==> src/common/tmr_pkg.sv <==
// constants, register map and carrier types for the capture timer
// assumes a 32-bit avalon-mm host and word (not byte) addressing
`default_nettype none
package tmr_pkg;
  // ==========================================================
  // bus shape
  localparam int ADDR_W = 4;
  localparam int DATA_W = 32;
  typedef logic [ADDR_W-1:0] addr_t;
  typedef logic [DATA_W-1:0] data_t;
  typedef logic [3:0] be_t;

  // ==========================================================
  // register indexes (byte address is four times the index)
  localparam addr_t IDX_CTRL_ENABLE = 4'h0;
  localparam addr_t IDX_CTRL_MODE = 4'h1;
  localparam addr_t IDX_EVENT_CTRL = 4'h4;
  localparam addr_t IDX_INT_CTRL = 4'h5;
  localparam addr_t IDX_INT_FLAGS = 4'h6;
  localparam addr_t IDX_RUN_STATUS = 4'h7;
  localparam addr_t IDX_DEBUG_CTRL = 4'h8;
  localparam addr_t IDX_HIGH_LATCH = 4'h9;
  localparam addr_t IDX_COUNT_LO = 4'hA;
  localparam addr_t IDX_COUNT_HI = 4'hB;
  localparam addr_t IDX_COMPARE_CAPTURE_VALUE_LO = 4'hC;
  localparam addr_t IDX_COMPARE_CAPTURE_VALUE_HI = 4'hD;
  localparam addr_t IDX_INT_CLEAR = 4'hE;

  // ==========================================================
  // field positions
  localparam int BIT_ENABLE = 0;
  localparam int BIT_EVENT_EN = 0;
  localparam int BIT_EDGE = 4;
  localparam int BIT_CATCH = 0;
  localparam int BIT_RUN = 0;
  localparam int BIT_DEBUG_RUN = 0;
  localparam int MODE_LSB = 0;

  // ==========================================================
  // counter mode field codes
  localparam logic [2:0] MODE_PERIODIC = 3'h0;
  localparam logic [2:0] MODE_TIMEOUT = 3'h1;
  localparam logic [2:0] MODE_CAPTURE = 3'h2;
  localparam logic [2:0] MODE_FREQ = 3'h3;
  localparam logic [2:0] MODE_WIDTH = 3'h4;
  localparam logic [2:0] MODE_FREQ_WIDTH = 3'h5;
  localparam logic [2:0] MODE_SINGLE = 3'h6;
  localparam logic [2:0] MODE_WAVE8 = 3'h7;

  // ==========================================================
  // reset values
  localparam logic [7:0] RST_BYTE = 8'h00;
  localparam logic [15:0] RST_WORD = 16'h0000;

  // software-owned configuration, carried as one bundle
  typedef struct packed {
    logic enable;
    logic [2:0] mode;
    logic event_input_enable;
    logic edge_sel;
    logic irq_enable;
    logic debug_run;
  } cfg_t;

  // one-cycle event decode from the measurement logic
  typedef struct packed {
    logic cap;
    logic clr;
    logic flag;
  } act_t;

  // run sequence of the armed modes
  typedef enum logic [1:0] {ST_IDLE, ST_RUN, ST_MID, ST_DONE} seq_t;
endpackage
`default_nettype wire

==> src/hw/capture_timer.sv <==
// 16-bit capture/compare timer with its register file
// assumes events and debug halt come from logic on i_clk
`default_nettype none
module capture_timer #(
  parameter int CNT_W = 16 // counter width, the byte map needs 16
) (
  input wire logic i_clk,
  input wire logic i_arst_n,
  input wire tmr_pkg::addr_t i_avs_address,
  input wire logic i_avs_read,
  input wire logic i_avs_write,
  input wire tmr_pkg::data_t i_avs_writedata,
  input wire tmr_pkg::be_t i_avs_byteenable,
  output tmr_pkg::data_t o_avs_readdata,
  output logic o_avs_waitrequest,
  input wire logic i_event,
  input wire logic i_debug_halt,
  output logic o_run,
  output logic o_irq
);
  import tmr_pkg::*;

  // ==========================================================
  // elaboration check
  if (CNT_W != 16) begin : g_width_check
    $error("capture_timer: CNT_W must be 16");
  end

  // ==========================================================
  // storage
  cfg_t cfg_r; // software configuration
  logic [CNT_W-1:0] count_value_r; // running count
  logic [CNT_W-1:0] compare_capture_value_r; // compare/capture value
  logic [7:0] latch_r; // shared high-byte latch
  logic catch_irq_flag_r; // sticky catch flag
  logic evt_prev_r; // last sampled event level
  seq_t seq_r; // run sequence of armed modes
  logic wait_r; // waitrequest flop
  data_t rdata_r; // read data flop
  logic run_r; // run status flop
  logic irq_r; // interrupt flop

  // ==========================================================
  // bus decode
  logic acc; // request taken this edge
  logic wr_acc; // write taken
  logic rd_acc; // read taken
  logic rd_load; // read mux loads this edge
  logic [7:0] wbyte; // byte lane 0 of write data

  // a request is taken on the edge where waitrequest is seen low
  assign acc = (i_avs_read | i_avs_write) & ~wait_r;
  assign wr_acc = acc & i_avs_write & i_avs_byteenable[0];
  assign rd_acc = acc & i_avs_read;
  // same edge as the read mux, so low and high byte are one snapshot
  assign rd_load = wait_r & i_avs_read;
  assign wbyte = i_avs_writedata[7:0];

  // per-register write strobes
  logic wr_cnt_lo; // count low commit
  logic wr_compare_capture_value_lo; // compare low commit
  logic wr_latch; // any write that loads the latch
  assign wr_cnt_lo = wr_acc & (i_avs_address == IDX_COUNT_LO);
  assign wr_compare_capture_value_lo = wr_acc & (i_avs_address == IDX_COMPARE_CAPTURE_VALUE_LO);
  assign wr_latch = wr_acc & ((i_avs_address == IDX_HIGH_LATCH)
    | (i_avs_address == IDX_COUNT_HI) | (i_avs_address == IDX_COMPARE_CAPTURE_VALUE_HI));

  // ==========================================================
  // timing qualifiers
  logic active; // counter clock allowed this cycle
  logic ev_pos; // rising event level
  logic ev_neg; // falling event level
  logic ev_first; // edge of the selected polarity
  logic ev_other; // edge of the opposite polarity
  logic ev_ok; // events honoured

  // debug halt freezes the counter and deafens it to events
  assign active = cfg_r.enable & (cfg_r.debug_run | ~i_debug_halt);
  assign ev_ok = active & cfg_r.event_input_enable;
  assign ev_pos = i_event & ~evt_prev_r;
  assign ev_neg = ~i_event & evt_prev_r;
  assign ev_first = ev_ok & (cfg_r.edge_sel ? ev_neg : ev_pos);
  assign ev_other = ev_ok & (cfg_r.edge_sel ? ev_pos : ev_neg);

  // ==========================================================
  // mode decode
  logic counting; // counter advances this cycle
  logic top_full; // full count equals top
  logic top_low; // low byte equals waveform period
  act_t act; // capture, clear and flag requests
  seq_t seq_nxt; // next run sequence

  assign top_full = (count_value_r == compare_capture_value_r);
  assign top_low = (count_value_r[7:0] == compare_capture_value_r[7:0]);

  // one case per counter mode; only one edge acts per cycle
  always_comb begin
    act = '0;
    seq_nxt = seq_r;
    counting = 1'b0;
    case (cfg_r.mode)
      MODE_PERIODIC: begin
        counting = active;
        // wrap at top and flag
        if (active && top_full) begin
          act.flag = 1'b1;
          act.clr = 1'b1;
        end
      end
      MODE_TIMEOUT: begin
        counting = active & (seq_r == ST_RUN);
        // start on selected edge, stop on the other
        if (ev_first && seq_r == ST_IDLE) begin
          seq_nxt = ST_RUN;
          act.clr = 1'b1;
        end else if (ev_other && seq_r == ST_RUN) begin
          seq_nxt = ST_IDLE;
        end else if (counting && top_full) begin
          act.flag = 1'b1;
          act.clr = 1'b1;
        end
      end
      MODE_CAPTURE: begin
        counting = active;
        // snapshot count on event
        if (ev_first) begin
          act.cap = 1'b1;
          act.flag = 1'b1;
        end
      end
      MODE_FREQ: begin
        counting = active;
        // snapshot, then restart from zero
        if (ev_first) begin
          act.cap = 1'b1;
          act.clr = 1'b1;
          act.flag = 1'b1;
        end
      end
      MODE_WIDTH: begin
        counting = active;
        // leading edge zeroes, trailing edge captures
        if (ev_first) begin
          act.clr = 1'b1;
        end else if (ev_other) begin
          act.cap = 1'b1;
          act.flag = 1'b1;
        end
      end
      MODE_FREQ_WIDTH: begin
        counting = active & ((seq_r == ST_RUN) | (seq_r == ST_MID));
        // zero, capture width, then stop at period end
        if (ev_first && seq_r == ST_IDLE) begin
          seq_nxt = ST_RUN;
          act.clr = 1'b1;
        end else if (ev_other && seq_r == ST_RUN) begin
          seq_nxt = ST_MID;
          act.cap = 1'b1;
        end else if (ev_first && seq_r == ST_MID) begin
          seq_nxt = ST_DONE;
          act.flag = 1'b1;
        end else if (seq_r == ST_DONE && !catch_irq_flag_r) begin
          // rearm once software has taken the result
          seq_nxt = ST_IDLE;
        end
      end
      MODE_SINGLE: begin
        counting = active & (seq_r == ST_RUN);
        // any allowed edge starts one run to top
        if (seq_r == ST_IDLE && (ev_first || (cfg_r.edge_sel && ev_other)))
        begin
          seq_nxt = ST_RUN;
          act.clr = 1'b1;
        end else if (counting && top_full) begin
          seq_nxt = ST_IDLE;
          act.flag = 1'b1;
          act.clr = 1'b1;
        end
      end
      MODE_WAVE8: begin
        counting = active;
        // eight-bit period taken from the low byte
        if (active && top_low) begin
          act.flag = 1'b1;
          act.clr = 1'b1;
        end
      end
      default: begin
        counting = 1'b0;
      end
    endcase
    // disabling drops any armed sequence
    if (!cfg_r.enable) begin
      seq_nxt = ST_IDLE;
    end
  end

  // ==========================================================
  // event level history
  always_ff @(posedge i_clk or negedge i_arst_n) begin
    if (!i_arst_n) begin
      evt_prev_r <= 1'b0;
    end else begin
      evt_prev_r <= i_event;
    end
  end

  // run sequence
  always_ff @(posedge i_clk or negedge i_arst_n) begin
    if (!i_arst_n) begin
      seq_r <= ST_IDLE;
    end else begin
      seq_r <= seq_nxt;
    end
  end

  // ==========================================================
  // counter; a bus commit overrides the internal update
  always_ff @(posedge i_clk or negedge i_arst_n) begin
    if (!i_arst_n) begin
      count_value_r <= RST_WORD;
    end else if (wr_cnt_lo) begin
      count_value_r <= {latch_r, wbyte};
    end else if (act.clr) begin
      count_value_r <= RST_WORD;
    end else if (counting) begin
      count_value_r <= count_value_r + 16'h0001;
    end
  end

  // compare/capture value; bus commit wins over a capture
  always_ff @(posedge i_clk or negedge i_arst_n) begin
    if (!i_arst_n) begin
      compare_capture_value_r <= RST_WORD;
    end else if (wr_compare_capture_value_lo) begin
      compare_capture_value_r <= {latch_r, wbyte};
    end else if (act.cap) begin
      compare_capture_value_r <= count_value_r;
    end
  end

  // ==========================================================
  // shared high-byte latch
  always_ff @(posedge i_clk or negedge i_arst_n) begin
    if (!i_arst_n) begin
      latch_r <= RST_BYTE;
    end else if (wr_latch) begin
      latch_r <= wbyte;
    end else if (rd_load && i_avs_address == IDX_COUNT_LO) begin
      latch_r <= count_value_r[15:8];
    end else if (rd_load && i_avs_address == IDX_COMPARE_CAPTURE_VALUE_LO) begin
      latch_r <= compare_capture_value_r[15:8];
    end
  end

  // ==========================================================
  // configuration registers
  always_ff @(posedge i_clk or negedge i_arst_n) begin
    if (!i_arst_n) begin
      cfg_r <= '0;
    end else if (wr_acc) begin
      case (i_avs_address)
        IDX_CTRL_ENABLE: cfg_r.enable <= wbyte[BIT_ENABLE];
        IDX_CTRL_MODE: cfg_r.mode <= wbyte[MODE_LSB+:3];
        IDX_EVENT_CTRL: begin
          cfg_r.event_input_enable <= wbyte[BIT_EVENT_EN];
          cfg_r.edge_sel <= wbyte[BIT_EDGE];
        end
        IDX_INT_CTRL: cfg_r.irq_enable <= wbyte[BIT_CATCH];
        IDX_DEBUG_CTRL: cfg_r.debug_run <= wbyte[BIT_DEBUG_RUN];
        default: begin
          // other indexes hold no configuration
        end
      endcase
    end
  end

  // ==========================================================
  // catch flag: a set in the same cycle as a clear wins
  logic flag_clr; // any clear source this edge
  logic cap_mode; // modes whose compare read clears
  assign cap_mode = (cfg_r.mode == MODE_CAPTURE)
    | (cfg_r.mode == MODE_FREQ) | (cfg_r.mode == MODE_WIDTH)
    | (cfg_r.mode == MODE_FREQ_WIDTH);
  assign flag_clr = (wr_acc & wbyte[BIT_CATCH]
    & ((i_avs_address == IDX_INT_FLAGS)
    | (i_avs_address == IDX_INT_CLEAR)))
    | (rd_acc & cap_mode & (i_avs_address == IDX_COMPARE_CAPTURE_VALUE_LO));

  always_ff @(posedge i_clk or negedge i_arst_n) begin
    if (!i_arst_n) begin
      catch_irq_flag_r <= 1'b0;
    end else if (act.flag) begin
      catch_irq_flag_r <= 1'b1;
    end else if (flag_clr) begin
      catch_irq_flag_r <= 1'b0;
    end
  end

  // interrupt level, gated by its enable
  always_ff @(posedge i_clk or negedge i_arst_n) begin
    if (!i_arst_n) begin
      irq_r <= 1'b0;
    end else begin
      irq_r <= catch_irq_flag_r & cfg_r.irq_enable;
    end
  end

  // run status; only hardware drives it
  always_ff @(posedge i_clk or negedge i_arst_n) begin
    if (!i_arst_n) begin
      run_r <= 1'b0;
    end else begin
      run_r <= counting;
    end
  end

  // ==========================================================
  // bus handshake: one wait cycle, then the answer
  // read data and the high-byte snapshot load together as it falls
  always_ff @(posedge i_clk or negedge i_arst_n) begin
    if (!i_arst_n) begin
      wait_r <= 1'b1;
    end else if (!wait_r) begin
      wait_r <= 1'b1;
    end else if (i_avs_read || i_avs_write) begin
      wait_r <= 1'b0;
    end
  end

  // read mux, loaded as waitrequest falls; unmapped reads zero
  always_ff @(posedge i_clk or negedge i_arst_n) begin
    if (!i_arst_n) begin
      rdata_r <= '0;
    end else if (wait_r && i_avs_read) begin
      rdata_r <= '0;
      case (i_avs_address)
        IDX_CTRL_ENABLE: rdata_r[BIT_ENABLE] <= cfg_r.enable;
        IDX_CTRL_MODE: rdata_r[MODE_LSB+:3] <= cfg_r.mode;
        IDX_EVENT_CTRL: begin
          rdata_r[BIT_EVENT_EN] <= cfg_r.event_input_enable;
          rdata_r[BIT_EDGE] <= cfg_r.edge_sel;
        end
        IDX_INT_CTRL: rdata_r[BIT_CATCH] <= cfg_r.irq_enable;
        IDX_INT_FLAGS: rdata_r[BIT_CATCH] <= catch_irq_flag_r;
        IDX_RUN_STATUS: rdata_r[BIT_RUN] <= run_r;
        IDX_DEBUG_CTRL: rdata_r[BIT_DEBUG_RUN] <= cfg_r.debug_run;
        IDX_HIGH_LATCH: rdata_r[7:0] <= latch_r;
        IDX_COUNT_LO: rdata_r[7:0] <= count_value_r[7:0];
        IDX_COUNT_HI: rdata_r[7:0] <= latch_r;
        IDX_COMPARE_CAPTURE_VALUE_LO: rdata_r[7:0] <= compare_capture_value_r[7:0];
        IDX_COMPARE_CAPTURE_VALUE_HI: rdata_r[7:0] <= latch_r;
        default: begin
          // write-only clear and holes read as zero
        end
      endcase
    end
  end

  // ==========================================================
  // outputs
  assign o_avs_readdata = rdata_r;
  assign o_avs_waitrequest = wait_r;
  assign o_run = run_r;
  assign o_irq = irq_r;
endmodule
`default_nettype wire

==> config.mk <==
export PLATFORM = sky130hd
export DESIGN_NAME = capture_timer
export DESIGN_NICKNAME = d
export VERILOG_FILES = /design/src/common/tmr_pkg.sv /design/src/hw/capture_timer.sv
export SDC_FILE = /design/constraint.sdc
export NUM_CORES = 1
export LEC_CHECK = 0
export BUFFER_PORTS_ARGS = -buffer_cell sky130_fd_sc_hd__buf_2
export CORE_ASPECT_RATIO = 2
export CORE_UTILIZATION = 50
export CTS_CLUSTER_SIZE = 10
export DETAILED_ROUTE_END_ITERATION = 6
export HOLD_SLACK_MARGIN = 0.06
export PLACE_DENSITY = 0.81
export SLEW_MARGIN = 40
export SYNTH_ARGS = -nofsm -noshare
export SYNTH_HDL_FRONTEND = slang
export SYNTH_SLANG_ARGS = --single-unit
==> constraint.sdc <==
create_clock -name i_clk -period 6.15 [get_ports i_clk]
set_input_delay 0.615 -clock i_clk [delete_from_list [all_inputs] [get_ports i_clk]]
set_output_delay 0.615 -clock i_clk [all_outputs]
set_load 0.01 [all_outputs]
; Word-level counts from Yosys, hierarchy flattened
; Index checks and enable logic that the tools add are counted.
; Widths: inputs -> output; s select.
[totals]
inputBits = 46
register_bits = 63
[classes]
bitwise_logic = 35
add_sub_neg = 1
mux = 51
n_eq_ne = 28
reduce_logical = 31
[ops]
columns = op, n
row1 = $mux 16, 5
row2 = $eq 4x4->1 const B, 7
row3 = $mux 2, 13
row4 = $mux 8, 3
row5 = $and 1x1->1, 21
row6 = $mux 1, 19
row7 = $add 16x1->16 const B, 1
row8 = $eq 16x16->1, 1
row9 = $eq 4x3->1 const B, 4
row10 = $eq 3x3->1 const B, 4
row11 = $logic_and 1x1->1, 12
row12 = $or 1x1->1, 10
row13 = $pmux 1 s10, 1
row14 = $reduce_and 2->1, 5
row15 = $pmux 3 s3, 1
row16 = $eq 8x8->1, 1
row17 = $ne 4x4->1 const B, 2
row18 = $pmux 1 s4, 2
row19 = $pmux 1 s8, 1
row20 = $pmux 2 s4, 1
row21 = $pmux 1 s7, 1
row22 = $eq 3x2->1 const B, 2
row23 = $ne 6x6->1 const B, 1
row24 = $pmux 1 s3, 2
row25 = other kinds (19), 26

; Depth between registers and ports, before layout
; Gate-level depths: netlist of run 1.
[depth]
ltp_word = 12
depth_mapped = 11

; Worst setup path after synthesis of run 1
; No wires, ideal clock.
[synth_path]
kind = input -> register
from = input i_avs_address[2]
to = register compare_capture_value_r[0]
required_ns = 6.025
path_stages = 8
setup_slack_ns = 3.945
t_arrival_ns = 2.080
cell_sequence = buf_6 -> and4bb_1 -> buf_2 -> and2_1 -> buf_4 -> buf_4 -> mux2_2 -> mux2_4
[synth_via]
elab_chain_len = 3
elab_cells_between_ends = 4
classes_between = eq/ne (1) / mux (1) / bitwise (1) / reduce/logical (1)
[synth_rtl]
columns = element, line
row1 = from (decl), capture_timer.sv:9  ; input wire tmr_pkg::addr_t i_avs_address,
row2 = $eq 4x4->1 (*), capture_timer.sv:64  ; assign wr_compare_capture_value_lo = wr_acc & (i_avs_address == IDX_COMPARE_CAPTURE_VALUE_LO);
row3 = $and 1x1->1 (*), capture_timer.sv:64
row4 = $mux 16 or $reduce_bool 2->1 (tied branches), n/a
row5 = to (signal assigned), capture_timer.sv:236  ; compare_capture_value_r <= {latch_r, wbyte};
row6 = to (signal assigned), capture_timer.sv:238  ; compare_capture_value_r <= count_value_r;
row7 = to (decl), capture_timer.sv:33  ; logic [CNT_W-1:0] compare_capture_value_r;
; Every way passes the cells marked *; elsewhere a longest branch is shown, timed or not.
; A chain may end at the register's enable or synchronous reset.

; Worst setup path after layout of run 1
[layout_path]
from = register cfg_r[4] (netlist bit)
to = register count_value_r[12]
[layout_via]
elab_chain_len = 4
elab_cells_between_ends = 15
classes_between = eq/ne (7) / mux (4) / reduce/logical (4)
[layout_rtl]
columns = element, line
row1 = from (decl), capture_timer.sv:31  ; cfg_t cfg_r;
row2 = $eq 3x2->1 (tied with other cells), capture_timer.sv:101  ; case (cfg_r.mode)
row3 = $reduce_or 5->1 (no source line) (tied with other cells), n/a
row4 = $pmux 1 s3 or $mux 16 (tied branches), "capture_timer.sv:101, capture_timer.sv:224"
row5 = $reduce_bool 3->1 (no source line) or $mux 16 (tied branches), n/a
row6 = to (signal assigned), capture_timer.sv:223  ; count_value_r <= {latch_r, wbyte};
row7 = to (signal assigned), capture_timer.sv:227  ; count_value_r <= count_value_r + 16'h0001;
row8 = to (decl), capture_timer.sv:32  ; logic [CNT_W-1:0] count_value_r;
; Parallel ways exist; a longest one is shown, timed or not.

==> results.sh, run 1 <==
export IMPL_ys_warn_count=0
export IMPL_slew_headroom=0.459
export IMPL_tightest_slew_ns=0.808
export IMPL_setup_violations=0
export IMPL_grt_pass1_vias=4081
export IMPL_cts_max_level=3
export IMPL_arrival_ns=3.31
export IMPL_drc=6
export IMPL_rsz0062_at_grt="no"
export IMPL_leakagePower_uw=0.00218
export IMPL_seqCellArea_sq_um=1580
export IMPL_critPathMaxFanout=15
export IMPL_dp_hpwl_microns=10000
export IMPL_final_hold_viol_count=0
export IMPL_fp_dieArea_sq_um=9750
export IMPL_skew_ns=0.00472
export IMPL_avgSynthCellArea_sq_um=9.47
export IMPL_via_count=4119
export IMPL_clock_sinks=63
export IMPL_final_min_clock_period_ns=3.11
export IMPL_fmax_mhz=321
export IMPL_clockRootBuffer="clkbuf_16"
export IMPL_netlist_instances=493
export IMPL_cts_buffers=9
export IMPL_critPathLaunchType="flip-flop"
export IMPL_post_synth_num_cell_types=79
export IMPL_n_fill_cell=816
export IMPL_gp_congestion=0.971
export IMPL_multiInputGateArea_sq_um=2760
export IMPL_routedWlPerCell_microns=22.7
export IMPL_cts_resized=0
export IMPL_routed_wl_microns=13900
export IMPL_cts_buffer_depth=2
export IMPL_grt_usage=0.293
export IMPL_grt_ovfl_total=0
export IMPL_status="finished with violations"
export IMPL_fp_row_count=49
export IMPL_start_util=0.518
export IMPL_grt_max_degree=64
export IMPL_io_buffers=29
export IMPL_first_pass_iters=7
export IMPL_clk_insertion_delay_late_ns=0.34
export IMPL_layout_drive_gt1_share=0.214
export IMPL_setup_tns_ns=0
export IMPL_worst_setup_path_end_kind="flip-flop"
export IMPL_crit_type="reg2reg"
export IMPL_ys_seq_area_frac=0.338
export IMPL_cts_hold_buffers=0
export IMPL_pin_count=81
export IMPL_die_w_microns=70.3
export IMPL_grt_pass1_wl_microns=21800
export IMPL_antenna_found_initial=0
export IMPL_ir_drop_mv=0.154
export IMPL_drt_initial_drc_count=375
export IMPL_hp_class="in2async"
export IMPL_async_reset_ff_frac=1.00
export IMPL_diodes=0
export IMPL_cts_tree="yes"
export IMPL_coreArea_sq_um=9010
export IMPL_power_density_nw_per_um2=296
export IMPL_cap_violations=0
export IMPL_syn_area_sq_um=4670
export IMPL_required_ns=6.35
export IMPL_synthFlopType="dfrtp_1"
export IMPL_post_cts_buffers=0
export IMPL_period_share=0.506
export IMPL_antenna_left=0
export IMPL_num_nets_final=560
export IMPL_drv_slew=0
export IMPL_violations="design-rule violations"
export IMPL_via_per_inst=6.73
export IMPL_synth_edf_count=0
export IMPL_syn2layout_area_growth_pct=6.43
export IMPL_fp_dieH_microns=139
export IMPL_synth_ff_latch_count=63
export IMPL_clk_pin_slew_ns=0.06
export IMPL_holdWs_ns=0.350
cell usage after synthesis, types with 4 or more instances:
master / number / area (sq um)
mux2_2: 27 / 304
buf_6: 5 / 56.3
buf_2: 10 / 50.1
buf_4: 28 / 210
clkbuf_1: 10 / 37.5
a22oi_1: 15 / 113
nor3_1: 6 / 30.0
mux2i_1: 13 / 130
o21ai_0: 23 / 115
xnor2_1: 10 / 87.6
a22o_1: 5 / 43.8
a21oi_1: 17 / 85.1
a211oi_1: 7 / 52.6
o221ai_1: 4 / 35.0
and2_1: 8 / 50.1
ha_1: 9 / 113
a31oi_1: 12 / 75.1
and3_1: 6 / 37.5
nand2_1: 47 / 176
nand2b_1: 4 / 25.0
o21ai_1: 4 / 20.0
nor2b_1: 10 / 62.6
a21o_1: 4 / 30.0
xor2_1: 9 / 78.8
o2111ai_1: 5 / 43.8
nand3b_1: 5 / 37.5
dfrtp_1: 62 / 1550
nor2_1: 23 / 86.3
nand3_1: 19 / 95.1
mux2_4: 10 / 150
nand4_1: 4 / 25.0
inv_1: 11 / 41.3
metrics by stage:
step | power [uW] | cells | util | cell area (sq um) | setup slack [ns]
6_report | 1470 | 612 | 0.551 | 4970 | 3.04
5_1_grt | 1520 | 612 | 0.551 | 4970 | 3.02
4_1_cts | 1450 | 612 | 0.551 | 4960 | 3.16
3_5_place_dp | 978 | 596 | 0.520 | 4690 | 3.19
3_3_place_gp | 962 | 596 | 0.520 | 4690 | 3.17
2_1_floorplan | 868 | 516 | - | 4750 | 3.94
worst max-delay path, cell delays in order, from the launching register on:
cell and delay [ns]:
dfrtp_1 0.60, inv_1 0.23, o32ai_1 0.49, or2_1 0.45, inv_2 0.26, a21o_1 0.39
a311oi_1 0.43, a2111oi_2 0.10
registers in the layout, summed over array words and instances (netlist names):
name                     flops
compare_capture_value_r     16
count_value_r               16
cfg_r                        8
latch_r                      8
o_avs_readdata               8
seq_r                        2
catch_irq_flag_r             1
evt_prev_r                   1
o_avs_waitrequest            1
o_irq                        1
o_run                        1
final timing paths:
| kind | cells past startpoint | endpoint | start | slack (ns) |
|---|---|---|---|---|
| hold / removal | 2 | cfg_r[1] | i_arst_n | 0.35 |
| min in group i_clk | 2 | o_avs_waitrequest | i_avs_write | 0.47 |
| hold reg to reg | 2 | o_avs_readdata[4] | o_avs_readdata[4] | 0.48 |
| max in group asynchronous | 2 | latch_r[2] | i_arst_n | 5.36 |
| setup reg to reg | 7 | count_value_r[12] | cfg_r[4] | 3.04 |
| setup / recovery | 7 | count_value_r[12] | cfg_r[4] | 3.04 |
layout make-up:
| cell class | instances | share of cell area |
|---|---|---|
| clock buffers | 9 | 0.0453 |
| flip-flops and latches | 63 | 0.318 |
| multi-input cells | 386 | 0.556 |
| repair buffers | 33 | 0.0360 |
| well taps | 102 | 0.0257 |
| clock inverters | 7 | 0.0101 |
| inverters | 12 | 0.00907 |
placed cells by master (no fill, tap or decap), drive strengths merged, types with 13 or more instances in the layout:
cell	instances
dfrtp	62
nand2	48
mux2	37
buf	33
o21ai	28
conb	24
nor2	23
nand3	20
a21oi	18
a22oi	15
mux2i	13
cells by family (layout without fill, tap and decap cells):
| logic type | Yosys count | count (layout) | synth area share |
|---|---|---|---|
| muxes | 50 | 50 | 0.125 |
| DFF | 63 | 63 | 0.338 |
| adders and majority gates | 9 | 9 | 0.0241 |
| xor gates and xnor gates | 19 | 19 | 0.0356 |
| and+or+nand+nor | 157 | 157 | 0.187 |
| other | 1 | 24 | 0.000803 |
| buffers and inverters | 67 | 61 | 0.0898 |
| AOI/OAI and AO/OA | 127 | 127 | 0.199 |
where the power goes:
group / internal (uW) / switching, uW / leakage [uW]
Sequential: 479 / 119 / 0.000825
Clock: 272 / 203 / 0.000127
Combinational: 172 / 223 / 0.00122
layer usage:
metal / global-route usage / up-vias / wire length, microns
met2: 0.511 / 214 / 7380
li1: - / 1801 / -
met4: 0.264 / 0 / 1370
met3: 0.0560 / 85 / 703
met5: 0 / - / 0
met1: 0.280 / 2019 / 4460
No activity file was read; power rests on OpenSTA's default activity.
==> run 2, diff against run 1 <==
--- a/config.mk
+++ b/config.mk
@@ -11,7 +11,7 @@
 export CTS_CLUSTER_SIZE = 10
 export DETAILED_ROUTE_END_ITERATION = 6
 export HOLD_SLACK_MARGIN = 0.06
-export PLACE_DENSITY = 0.81
+export PLACE_DENSITY = 0.84
 export SLEW_MARGIN = 40
 export SYNTH_ARGS = -nofsm -noshare
 export SYNTH_HDL_FRONTEND = slang
==> constraint.sdc (replaced) <==
create_clock -name i_clk -period 2.7 [get_ports i_clk]
set_input_delay 0.27 -clock i_clk [delete_from_list [all_inputs] [get_ports i_clk]]
set_output_delay 0.27 -clock i_clk [all_outputs]
set_load 0.01 [all_outputs]
==> results.sh, run 2 (synthesis results as in run 1) <==
export IMPL_status="completed"
export IMPL_setup_violations=0
export IMPL_clockRootBuffer="clkbuf_16"
export IMPL_pin_count=81
export IMPL_num_nets_final=583
export IMPL_crit_type="reg2reg"
export IMPL_first_pass_iters=5
export IMPL_gp_congestion=0.978
export IMPL_setup_tns_ns=0
export IMPL_drv_slew=0
export IMPL_min_path_cells=2
export IMPL_cts_buffers=9
export IMPL_grt_max_degree=31
export IMPL_period_share=0.908
export IMPL_r2r_start="count_value_r[11]"
export IMPL_power_density_nw_per_um2=682
export IMPL_wl_met3_microns=758
export IMPL_syn2layout_area_growth_pct=11.3
export IMPL_total_power_uw=3540
export IMPL_wl_met2_microns=7800
export IMPL_clk_insertion_delay_late_ns=0.34
export IMPL_clock_sinks=63
export IMPL_cap_violations=0
export IMPL_required_ns=2.88
export IMPL_final_hold_viol_count=0
export IMPL_grt_pass1_vias=4256
export IMPL_fp_row_count=49
export IMPL_antenna_found_initial=0
export IMPL_dp_hpwl_microns=10500
export IMPL_stdcell_area_sq_um=5190
export IMPL_final_cell_mix="dfrtp_1 (62), nand2_1 (47), buf_2 (29), mux2_2 (27)"
export IMPL_cts_tree="yes"
export IMPL_ir_drop_mv=0.380
export IMPL_routed_wl_microns=14400
export IMPL_placed_area_sq_um=4880
export IMPL_antenna_left=0
export IMPL_drc=0
export IMPL_start_util=0.518
export IMPL_hp_class="in2reg"
export IMPL_wl_met1_microns=4590
export IMPL_grt_usage=0.310
export IMPL_fp_dieArea_sq_um=9750
export IMPL_coreArea_sq_um=9010
export IMPL_routedWlPerCell_microns=22.6
export IMPL_layout_drive_gt1_share=0.235
export IMPL_final_min_clock_period_ns=2.45
export IMPL_diodes=0
export IMPL_slew_headroom=0.604
export IMPL_tightest_slew_ns=0.589
export IMPL_rsz0062_at_grt="no"
export IMPL_reg_top3="compare_capture_value_r (16), count_value_r (16)"
export IMPL_io_buffers=29
export IMPL_cts_max_level=3
export IMPL_cts_resized=0
export IMPL_fp_dieH_microns=139
export IMPL_leakagePower_uw=0.00232
export IMPL_skew_ns=0.00972
export IMPL_reg2regPathDepth=6
export IMPL_min_to="o_avs_waitrequest"
export IMPL_die_w_microns=70.3
export IMPL_worst_setup_path_end_kind="flip-flop"
export IMPL_clk_pin_slew_ns=0.06
export IMPL_reg2reg_to="count_value_r[1]"
export IMPL_critPathMaxFanout=9
export IMPL_r2r_slack_ns=0.25
export IMPL_layout_cells_most_common="dfrtp_1"
export IMPL_drt_initial_drc_count=503
export IMPL_via_count=4200
export IMPL_holdCritStartpoint="i_avs_write"
export IMPL_fmax_mhz=408
export IMPL_grt_ovfl_total=0
export IMPL_arrival_ns=2.63
export IMPL_via_per_inst=6.61
export IMPL_grt_pass1_wl_microns=22900
export IMPL_top_layer="met4"
export IMPL_cts_buffer_depth=2
export IMPL_critPathLaunchType="flip-flop"
run 2: cell types whose count changed in the layout (fill, tap and decap cells not counted), sizes merged:
cell	before	now
buf	33	55
clkbuf	9	13
clkinvlp	3	0
dlygate4sd3	0	1
clkinv	4	1
bufinv	0	2
run 2: worst max path at each step:
stage	depth (start not counted)	startpoint	end	slack, ns
global placement	6	cfg_r[2]	count_value_r[12]	0.33
detailed placement	6	cfg_r[2]	count_value_r[12]	0.29
global route	6	cfg_r[2]	count_value_r[12]	0.11
floorplan	9	seq_r[0]	count_value_r[7]	0.61
finish	6	count_value_r[11]	count_value_r[1]	0.25
CTS	6	cfg_r[2]	count_value_r[12]	0.26
run 2: through the flow:
step / worst slack [ns] / utilization / instances / hold slack, ns
2_1_floorplan: 0.615 / - / 516 / -0.0256
3_3_place_gp: 0.330 / 0.541 / 618 / 0.226
3_5_place_dp: 0.290 / 0.541 / 618 / 0.245
4_1_cts: 0.261 / 0.576 / 635 / 0.112
5_1_grt: 0.106 / 0.576 / 635 / 0.130
6_report: 0.248 / 0.576 / 635 / 0.114
run 2: what timing repair did:
item	4_1_cts	5_1_grt
buffers inserted	0	0
endpoints found under the hold margin	15	0
hold buffers	1	0
setup endpoints to repair	0	0
run 2: per-layer routing:
metal / vias up / track usage
li1: 1840 / -
met1: 2063 / 0.304
met2: 220 / 0.548
met3: 77 / 0.0516
met4: 0 / 0.257
met5: - / 0
run 2: cell type report:
cell class | count | area (sq um)
Multi-Input combinational cell | 386 | 2760
Inverter | 12 | 45.0
Sequential cell | 63 | 1580
Fill cell | 755 | 3820
Timing Repair Buffer | 56 | 375
Clock inverter | 3 | 68.8
Tap cell | 102 | 128
Clock buffer | 13 | 240
run 2: report_power, final:
part	total, uW	switching [uW]	internal, uW	leakage, uW
Sequential	1320	225	1090	0.000825
Combinational	1000	570	434	0.00135
Clock	1220	411	810	0.000148
run 2: critical path, cell delays in order (launching register included):
cell and delay, ns:
dfrtp_1 0.48, xor2_1 0.21, nor4_4 0.39, nand3_2 0.17
o221a_4 0.36, a211oi_4 0.54, a21oi_1 0.15
